==> src/rtl/timer16_pkg.sv <==
// package of register map, field layouts and reset values for the timer
// assumes a word-addressed avalon-mm slave; byte address = 4 * index
//
// How it works
// - enable bit starts, stops, reads running
// - transmit: modulo reloads, single pass stops
// - demod: select bit chooses edge response
// - ignore set: edges skipped, no reload
// - ignore set: narrow timeout captures, interrupts
// - writing 0 then 1 arms one edge
// - demod zero wraps to FFFFh, flags timeout
// - timeout flag reads set, write one clears
// - capture mask gates capture interrupt
// - timeout mask gates timeout interrupt, resets 0
// - bit 0 routes counter output to pin
// - ping-pong only in transmit, select bits
// - start loads level-chosen narrow reload value
// - narrow terminal hands over to wide counter
// - wide terminal hands back, repeats forever
// - select bits 00 end ping-pong
package timer16_pkg;

	// ==================================================================
	// register indices (word addresses)
	localparam logic [3:0] IDX_PORT_CFG   = 4'h0;
	localparam logic [3:0] IDX_SHARED     = 4'h1;
	localparam logic [3:0] IDX_WIDE_CTL   = 4'h2;
	localparam logic [3:0] IDX_NARROW_CTL = 4'h3;
	localparam logic [3:0] IDX_WIDE_RH    = 4'h4;
	localparam logic [3:0] IDX_WIDE_RL    = 4'h5;
	localparam logic [3:0] IDX_NARROW_RH  = 4'h6;
	localparam logic [3:0] IDX_NARROW_RL  = 4'h7;
	localparam logic [3:0] IDX_CAPT_H     = 4'h8;
	localparam logic [3:0] IDX_CAPT_L     = 4'h9;
	localparam logic [3:0] IDX_IRQ_STAT   = 4'hA;
	localparam logic [3:0] IDX_IRQ_CLR    = 4'hB;
	localparam logic [3:0] IDX_IRQ_EN     = 4'hC;

	// ==================================================================
	// field positions
	localparam int BIT_ENABLE  = 7;
	localparam int BIT_SINGLE  = 6;
	localparam int BIT_TIMEOUT = 5;
	localparam int IRQ_WIDE    = 0;
	localparam int IRQ_CAPT    = 1;
	localparam int IRQ_NARROW  = 2;

	// edge select encodings; other codes mean both edges
	localparam logic [1:0] EDGE_RISE = 2'h0;
	localparam logic [1:0] EDGE_FALL = 2'h1;

	// clock field encodings
	localparam logic [1:0] DIV_1 = 2'h0;
	localparam logic [1:0] DIV_2 = 2'h1;
	localparam logic [1:0] DIV_4 = 2'h2;

	// ==================================================================
	// reset values
	localparam logic [7:0] CTL_RST    = 8'h00;
	localparam logic [7:0] RELOAD_RST = 8'h00;
	localparam logic [2:0] IRQ_RST    = 3'h0;

	// wide counter control layout (writable part)
	typedef struct packed {
		logic       enable;
		logic       single;
		logic       timeout;
		logic [1:0] clk_div;
		logic       capt_mask;
		logic       tout_mask;
		logic       pin_sel;
	} wide_ctl_t;

	// shared control layout
	typedef struct packed {
		logic       rsv;
		logic       demod;
		logic [1:0] edge_sel;
		logic [1:0] pp_sel;
		logic       narrow_init;
		logic       wide_init;
	} shared_ctl_t;

endpackage

==> src/rtl/timer16_demod_pingpong.sv <==
// timer block: sixteen-bit down-counter, eight-bit partner, registers
// assumes carrier_in synchronous to clk_in; one wait state per access
`timescale 1ns/1ps
module timer16_demod_pingpong (
	input  wire logic        clk_in,
	input  wire logic        arst_n_in,
	input  wire logic [3:0]  avs_address_in,
	input  wire logic        avs_read_in,
	input  wire logic        avs_write_in,
	input  wire logic [31:0] avs_writedata_in,
	input  wire logic [3:0]  avs_byteenable_in,
	output logic      [31:0] avs_readdata_out,
	output logic             avs_waitrequest_out,
	input  wire logic        carrier_in,
	input  wire logic        port_data_in,
	output logic             wide_timer_output_pin_out,
	output logic             narrow_counter_output_out,
	output logic             irq_out
);
	import timer16_pkg::*;

	// ==================================================================
	// bus slave
	logic        ack_q;       // high in the answering cycle
	logic        wr;          // write takes effect this edge
	logic [7:0]  wdat;        // low byte of write data
	logic [31:0] rdat_q;      // read data register

	timer16_pkg::wide_ctl_t   wctl_q;    // wide static fields
	timer16_pkg::shared_ctl_t shr_q;     // shared control
	logic [7:0]  port_cfg_q;  // write-only port config
	logic        nsingle_q;   // narrow single pass
	logic        nmask_q;     // narrow timeout mask
	logic [7:0]  wrh_q;       // wide reload high
	logic [7:0]  wrl_q;       // wide reload low
	logic [7:0]  nrh_q;       // narrow reload high
	logic [7:0]  nrl_q;       // narrow reload low
	logic [2:0]  stat_q;      // sticky irq status
	logic [2:0]  irq_en_q;    // irq enables

	// true when this edge writes register idx
	function automatic logic wr_to(input logic [3:0] idx);
		wr_to = wr && (avs_address_in == idx);
	endfunction

	assign wr   = avs_write_in & ack_q & avs_byteenable_in[0];
	assign wdat = avs_writedata_in[7:0];
	assign avs_waitrequest_out = (avs_read_in | avs_write_in) & ~ack_q;
	assign avs_readdata_out    = rdat_q;

	// ack toggles high for one cycle after a request arrives
	always_ff @(posedge clk_in or negedge arst_n_in) begin
		if (!arst_n_in) begin
			ack_q <= 1'b0;
		end else begin
			ack_q <= (avs_read_in | avs_write_in) & ~ack_q;
		end
	end

	// ==================================================================
	// counter state
	logic [15:0] wcnt_q;      // wide counter
	logic        wen_q;       // wide running
	logic        wout_q;      // wide output level
	logic        wtout_q;     // wide timeout flag
	logic [15:0] capt_q;      // captured value
	logic [7:0]  ncnt_q;      // narrow counter
	logic        nen_q;       // narrow running
	logic        nout_q;      // narrow output level
	logic        ntout_q;     // narrow timeout flag
	logic        arm_q;       // one edge armed
	logic        carr_q;      // previous carrier level
	logic [2:0]  pre_q;       // prescaler
	logic        pin_q;       // pin driver

	// read mux, sampled in the waiting cycle
	always_ff @(posedge clk_in or negedge arst_n_in) begin
		if (!arst_n_in) begin
			rdat_q <= 32'h0000_0000;
		end else if (avs_read_in & ~ack_q) begin
			case (avs_address_in)
				IDX_SHARED:     rdat_q <= {24'h0, shr_q};
				IDX_WIDE_CTL:   rdat_q <= {24'h0, wen_q,
					wctl_q.single, wtout_q, wctl_q[4:0]};
				IDX_NARROW_CTL: rdat_q <= {24'h0, nen_q, nsingle_q,
					ntout_q, 3'h0, nmask_q, 1'b0};
				IDX_WIDE_RH:    rdat_q <= {24'h0, wrh_q};
				IDX_WIDE_RL:    rdat_q <= {24'h0, wrl_q};
				IDX_NARROW_RH:  rdat_q <= {24'h0, nrh_q};
				IDX_NARROW_RL:  rdat_q <= {24'h0, nrl_q};
				IDX_CAPT_H:     rdat_q <= {24'h0, capt_q[15:8]};
				IDX_CAPT_L:     rdat_q <= {24'h0, capt_q[7:0]};
				IDX_IRQ_STAT:   rdat_q <= {29'h0, stat_q};
				IDX_IRQ_EN:     rdat_q <= {29'h0, irq_en_q};
				default:        rdat_q <= 32'h0000_0000;
			endcase
		end
	end

	// software-written configuration
	always_ff @(posedge clk_in or negedge arst_n_in) begin
		if (!arst_n_in) begin
			wctl_q     <= CTL_RST;
			shr_q      <= CTL_RST;
			port_cfg_q <= CTL_RST;
			nsingle_q  <= 1'b0;
			nmask_q    <= 1'b0;
			wrh_q      <= RELOAD_RST;
			wrl_q      <= RELOAD_RST;
			nrh_q      <= RELOAD_RST;
			nrl_q      <= RELOAD_RST;
			irq_en_q   <= IRQ_RST;
		end else begin
			if (wr_to(IDX_WIDE_CTL))   wctl_q     <= wdat;
			if (wr_to(IDX_SHARED))     shr_q      <= wdat;
			if (wr_to(IDX_PORT_CFG))   port_cfg_q <= wdat;
			if (wr_to(IDX_WIDE_RH))    wrh_q      <= wdat;
			if (wr_to(IDX_WIDE_RL))    wrl_q      <= wdat;
			if (wr_to(IDX_NARROW_RH))  nrh_q      <= wdat;
			if (wr_to(IDX_NARROW_RL))  nrl_q      <= wdat;
			if (wr_to(IDX_IRQ_EN))     irq_en_q   <= wdat[2:0];
			if (wr_to(IDX_NARROW_CTL)) begin
				nsingle_q <= wdat[BIT_SINGLE];
				nmask_q   <= wdat[1];
			end
		end
	end

	// ==================================================================
	// derived controls
	logic        pp;          // ping-pong active
	logic        demod;       // demodulation mode
	logic        wtick;       // prescaled wide tick
	logic        wtc;         // wide terminal count
	logic        ntc;         // narrow terminal count
	logic        rise;        // carrier rising
	logic        fall;        // carrier falling
	logic        qual;        // qualifying edge
	logic        ehit;        // edge acted on
	logic        ncapt;       // narrow-timeout capture
	logic        capt_ev;     // any capture
	logic [15:0] wreload;     // wide reload value

	// narrow reload chosen by output level
	function automatic logic [7:0] nreload(input logic lvl);
		nreload = lvl ? nrh_q : nrl_q;
	endfunction

	assign demod   = shr_q.demod;
	assign pp      = (shr_q.pp_sel != 2'h0) & ~demod;
	assign wreload = {wrh_q, wrl_q};
	assign rise    = carrier_in & ~carr_q;
	assign fall    = ~carrier_in & carr_q;
	assign qual    = (shr_q.edge_sel == EDGE_RISE) ? rise :
	                 (shr_q.edge_sel == EDGE_FALL) ? fall : (rise | fall);
	assign ehit    = demod & wen_q & qual
	               & (~wctl_q.single | arm_q);
	assign ntc     = nen_q & (ncnt_q == 8'h00);
	assign ncapt   = demod & wen_q & wctl_q.single & ntc;
	assign capt_ev = ehit | ncapt;
	assign wtc     = wen_q & wtick & (wcnt_q == 16'h0000);

	// prescaler tick for the wide counter
	always_comb begin
		case (wctl_q.clk_div)
			DIV_1:   wtick = 1'b1;
			DIV_2:   wtick = pre_q[0];
			DIV_4:   wtick = &pre_q[1:0];
			default: wtick = &pre_q;
		endcase
	end

	// free-running prescaler and carrier history
	always_ff @(posedge clk_in or negedge arst_n_in) begin
		if (!arst_n_in) begin
			pre_q  <= 3'h0;
			carr_q <= 1'b0;
		end else begin
			pre_q  <= pre_q + 3'h1;
			carr_q <= carrier_in;
		end
	end

	// ==================================================================
	// wide counter, its enable and output level
	always_ff @(posedge clk_in or negedge arst_n_in) begin
		if (!arst_n_in) begin
			wcnt_q <= 16'h0000;
			wen_q  <= 1'b0;
			wout_q <= 1'b0;
		end else if (wr_to(IDX_WIDE_CTL)) begin
			wen_q <= wdat[BIT_ENABLE];
			if (wdat[BIT_ENABLE] & ~wen_q) begin
				wcnt_q <= wreload;
				if (pp) wout_q <= shr_q.wide_init;
			end
		end else if (pp & ntc) begin
			wen_q  <= 1'b1;
			wout_q <= shr_q.wide_init;
			wcnt_q <= wreload;
		end else if (ehit) begin
			wcnt_q <= wreload;
		end else if (wen_q & wtick) begin
			if (demod | (wcnt_q != 16'h0000)) begin
				wcnt_q <= wcnt_q - 16'h0001;
			end else begin
				wout_q <= ~wout_q;
				if (wctl_q.single | pp) wen_q <= 1'b0;
				else wcnt_q <= wreload;
			end
		end
	end

	// edge arming by a 0-then-1 write of the select bit
	always_ff @(posedge clk_in or negedge arst_n_in) begin
		if (!arst_n_in) begin
			arm_q <= 1'b0;
		end else if (wr_to(IDX_WIDE_CTL)) begin
			arm_q <= wdat[BIT_SINGLE] & ~wctl_q.single;
		end else if (ehit) begin
			arm_q <= 1'b0;
		end
	end

	// capture register
	always_ff @(posedge clk_in or negedge arst_n_in) begin
		if (!arst_n_in) begin
			capt_q <= 16'h0000;
		end else if (capt_ev) begin
			capt_q <= wcnt_q;
		end
	end

	// ==================================================================
	// narrow counter, counting every clock
	always_ff @(posedge clk_in or negedge arst_n_in) begin
		if (!arst_n_in) begin
			ncnt_q <= 8'h00;
			nen_q  <= 1'b0;
			nout_q <= 1'b0;
		end else if (wr_to(IDX_NARROW_CTL)) begin
			nen_q <= wdat[BIT_ENABLE];
			if (wdat[BIT_ENABLE] & ~nen_q) begin
				nout_q <= shr_q.narrow_init;
				ncnt_q <= nreload(shr_q.narrow_init);
			end
		end else if (pp & wtc) begin
			nen_q  <= 1'b1;
			nout_q <= shr_q.narrow_init;
			ncnt_q <= nreload(shr_q.narrow_init);
		end else if (nen_q) begin
			if (ncnt_q != 8'h00) begin
				ncnt_q <= ncnt_q - 8'h01;
			end else begin
				nout_q <= ~nout_q;
				ncnt_q <= nreload(~nout_q);
				if (nsingle_q | pp) nen_q <= 1'b0;
			end
		end
	end

	// ==================================================================
	// timeout flags: a set in the clearing cycle wins
	always_ff @(posedge clk_in or negedge arst_n_in) begin
		if (!arst_n_in) begin
			wtout_q <= 1'b0;
			ntout_q <= 1'b0;
		end else begin
			if (wtc) wtout_q <= 1'b1;
			else if (wr_to(IDX_WIDE_CTL) & wdat[BIT_TIMEOUT])
				wtout_q <= 1'b0;
			if (ntc) ntout_q <= 1'b1;
			else if (wr_to(IDX_NARROW_CTL) & wdat[BIT_TIMEOUT])
				ntout_q <= 1'b0;
		end
	end

	// sticky interrupt status, masked at the source
	always_ff @(posedge clk_in or negedge arst_n_in) begin
		if (!arst_n_in) begin
			stat_q <= IRQ_RST;
		end else begin
			if (wtc & wctl_q.tout_mask)
				stat_q[IRQ_WIDE] <= 1'b1;
			else if (wr_to(IDX_IRQ_CLR) & wdat[IRQ_WIDE])
				stat_q[IRQ_WIDE] <= 1'b0;
			if (capt_ev & wctl_q.capt_mask)
				stat_q[IRQ_CAPT] <= 1'b1;
			else if (wr_to(IDX_IRQ_CLR) & wdat[IRQ_CAPT])
				stat_q[IRQ_CAPT] <= 1'b0;
			if (ntc & nmask_q)
				stat_q[IRQ_NARROW] <= 1'b1;
			else if (wr_to(IDX_IRQ_CLR) & wdat[IRQ_NARROW])
				stat_q[IRQ_NARROW] <= 1'b0;
		end
	end

	// output pins
	always_ff @(posedge clk_in or negedge arst_n_in) begin
		if (!arst_n_in) begin
			pin_q <= 1'b0;
		end else begin
			pin_q <= wctl_q.pin_sel ? wout_q : port_data_in;
		end
	end

	assign wide_timer_output_pin_out = pin_q;
	assign narrow_counter_output_out = nout_q;
	assign irq_out = |(stat_q & irq_en_q);

	logic wctl_w;   // wide control written this edge
	assign wctl_w = wr_to(IDX_WIDE_CTL);
endmodule

==> config.mk <==
export PLATFORM = sky130hd
export DESIGN_NAME = timer16_demod_pingpong
export DESIGN_NICKNAME = d
export VERILOG_FILES = /design/src/rtl/timer16_pkg.sv /design/src/rtl/timer16_demod_pingpong.sv
export SDC_FILE = /design/constraint.sdc
export NUM_CORES = 1
export LEC_CHECK = 0
export ABC_CLOCK_PERIOD_IN_PS = 4000
export BUFFER_PORTS_ARGS = -buffer_cell sky130_fd_sc_hd__buf_2
export CORE_UTILIZATION = 35
export CTS_BUF_LIST = sky130_fd_sc_hd__clkbuf_16
export DETAILED_ROUTE_END_ITERATION = 16
export PLACE_DENSITY = 0.5
export SYNTH_ARGS = -nofsm -noshare
export SYNTH_HDL_FRONTEND = slang
export SYNTH_SLANG_ARGS = --single-unit
export TNS_END_PERCENT = 1
==> constraint.sdc <==
create_clock -name clk_in -period 4 [get_ports clk_in]
set_input_delay 0.2 -clock clk_in [delete_from_list [all_inputs] [get_ports clk_in]]
set_output_delay 0.2 -clock clk_in [all_outputs]
set_load 0.01 [all_outputs]
==> flow_summary.ini <==
[yosys]
yosysWarningCount = 0
ys_seq_area_frac = 0.449
synth_edf_count = 0
synthCells = 626
ys_seq_elements = 115
syn_area_um2 = 6410
synth-main-ff-cell = dfrtp_1
avgSynthCellArea_um2 = 10.2
synthDistinctLibCells = 61
async_flop_share = 1.00

[placed_design]
io_buffers = 30
place_area_um2 = 6680
dp_hpwl_um = 12400
place.gp.congestion = 0.852

[final_layout]
fillCellCount = 1715
drive_gt1_frac = 0.226
final_cell_mix = dfrtp_1, mux2_2, nand2_1
post-route-cell-area_um2 = 7250
final_common_cell = dfrtp_1
synthToLayoutAreaGrowth_pct = 13.1
diodes = 0
finalNetCount = 704
seq_area_um2 = 2880
multi_input_area_um2 = 3210

[power]
peakVddDrop_mv = 0.301
p_leak_nw = 3.39
power.density_nw_per_um2 = 587

[floorplan]
die_w_um = 137
die_area_um2 = 18900
coreArea_um2 = 18000
rows = 49
die_h_um = 137
ios = 82
start_util = 0.357

[run]
maxCapViolCount = 0

[timing]
finalCritPeriodShare = 0.739
slew_headroom = 0.356
tns_ns = 0
skew_ns = 0.00638
fin_crit_ns = 2.95
hold_slack_ns = 0.0215
rsz0062_at_grt = no
finalHoldViolCount = 0
slew_viol_final = 0
max_freq_mhz = 338
worst_pin_slew_ns = 0.965
final-setup-viol-count = 0

[setup_path]
endpoint_kind = flip-flop
cp-startpoint = ncnt_q[0]$_DFFE_PN0P_
r2r-start = ncnt_q[0]$_DFFE_PN0P_
cp_cell_sequence = inv_1 > ha_1 > nor3b_1 > and2_1 > a32oi_2 > a31oi_1 > buf_4 > nor2_1 > a311o_1
cp_max_fo = 21
startpoint_type = flip-flop
slowest_delay_ns = 0.47
cp.arrival_ns = 3.26
required_ns = 4.31
cp_slowest_cell = and2_1
crit_type = flip-flop to flip-flop

[drt]
drt_first_pass_iters = 4
drt_iter0_markers = 369
postRouteWirelength_um = 17200
ant_nets = 0
viasPerCell = 5.60
avgRoutedWirePerCell_um = 19.3
drcViolationCount = 0
vias = 4998

[global_route]
grt_pass1_wl_um = 27300
gr-total-overflow = 0
antenna_found_initial = 0
track_usage = 0.197
grt_max_degree = 65
grt_pass1_vias = 4815

[clocking]
cts.sinks = 115
cts.repair.resized = 0
clk_latency_ns = 0.42
cts_root_buf = clkbuf_16
path_clk_slew_ns = 0.05
cts_tree = yes
cts_htree_levels = 4
clock_path_buffers = 2
cts_buffers = 17

[run_status]
status = finished, final reports clean

[min_path]
worstHoldPathType = primary input to flip-flop
holdCritStartpoint = port_data_in
==> flip-flops by register name (all words and copies together) (netlist names), 3 cells and up <==
| register | cells |
|---|---|
| nrl_q | 8 |
| ncnt_q | 8 |
| pre_q | 3 |
| stat_q | 3 |
| avs_readdata_out | 8 |
| shr_q | 7 |
| wcnt_q | 16 |
| wctl_q | 6 |
| irq_en_q | 3 |
| nrh_q | 8 |
| capt_q | 16 |
| wrh_q | 8 |
| wrl_q | 8 |
==> timing repair <==
item | CTS | global route
hold endpoints to repair | 63 | 0
hold buffers | 2 | 0
setup buffers | 0 | 0
==> synthesized netlist by cell type, types with 2 or more instances <==
cell	number	area, um^2
dfrtp_1	115	2880
mux2_2	72	811
nand2_1	58	218
o21ai_0	41	205
mux2i_1	39	390
nor2_1	38	143
buf_4	24	180
a21oi_1	21	105
inv_1	21	78.8
clkbuf_1	16	60.1
nand3_1	16	80.1
nor3_1	14	70.1
a22o_1	11	96.3
a22oi_1	10	75.1
nor2b_1	10	62.6
buf_2	9	45.0
buf_1	8	30.0
ha_1	7	87.6
a31oi_1	6	37.5
a2bb2oi_1	5	43.8
nor4_1	5	31.3
o2bb2ai_1	5	43.8
a211oi_1	4	30.0
a222oi_1	4	40.0
nand2b_1	4	25.0
nand4_1	4	25.0
o31ai_1	4	30.0
a221oi_1	3	26.3
a32oi_1	3	26.3
and2_1	3	18.8
and3_1	3	18.8
nand3b_1	3	22.5
nor3b_1	3	22.5
o221ai_1	3	26.3
a31o_2	2	17.5
nand4b_1	2	17.5
o22a_1	2	17.5
o22ai_1	2	12.5
or2_2	2	12.5
or3_1	2	12.5
xor2_1	2	17.5
==> stage by stage <==
step           power [W]  cells  setup WS, ns  utilization
2_1_floorplan    0.00251    649          1.68            -
3_3_place_gp     0.00280    859          1.15        0.372
5_1_grt          0.00451    893         0.931        0.403
3_5_place_dp     0.00284    859          1.12        0.372
6_report         0.00425    893          1.05        0.403
4_1_cts          0.00428    893          1.13        0.403
==> where the power goes <==
part           leakage (nW)  internal (W)  switching (W)  total (W)
Clock                 0.279      0.000895       0.000536    0.00143
Sequential             1.46       0.00145       0.000348    0.00180
Combinational          1.65      0.000503       0.000516    0.00102
==> layout make-up <==
class                           count  share of cell area
Sequential cell                   115               0.397
Clock buffer                       17              0.0587
Clock inverter                     15              0.0173
Timing Repair Buffer               41              0.0331
Multi-Input combinational cell    455               0.443
Tap cell                          229              0.0395
Inverter                           21              0.0109
==> kinds of logic (layout without fill, tap and decap cells) <==
group           after synthesis  after routing  synth area share
flops                       115            115             0.449
compound gates              136            136             0.147
xor+xnor                      3              3           0.00410
mux                         112            112             0.191
other cells                   1             24          0.000585
simple gates                173            173             0.132
fa+ha+maj                     7              7            0.0137
buf+inv                      79             94            0.0632
==> worst paths after layout <==
kind	endpoint	slack [ns]	cells after the start
max	wcnt_q[0]$_DFFE_PN0P_	1.05	9
min	wide_timer_output_pin_out$_DFF_PN0_	0.02	2
max reg2reg	wcnt_q[0]$_DFFE_PN0P_	1.05	9
min reg2reg	pre_q[0]$_DFF_PN0_	0.46	1
max in group asynchronous	wrh_q[2]$_DFFE_PN0P_	2.66	3
min in group asynchronous	wcnt_q[2]$_DFFE_PN0P_	0.43	2
==> layer usage <==
layer / routed length (um) / part of all wire / global-route usage / vias to the layer above
met3: 1160 / 0.067 / 0.0486 / 38
met4: 429 / 0.025 / 0.0842 / 0
li1: - / - / - / 2301
met2: 7580 / 0.44 / 0.292 / 195
met5: 0 / 0 / 0 / -
met1: 8070 / 0.47 / 0.271 / 2464
==> critical path: cells and delay by family (launching register included) <==
| kind | cells | cell delay, ns |
|---|---|---|
| simple gates | 3 | 0.91 |
| fa+ha+maj | 1 | 0.16 |
| compound gates | 3 | 0.92 |
| buf+inv | 2 | 0.42 |
| flops | 1 | 0.42 |
No activity file was read; power rests on OpenSTA's default activity.
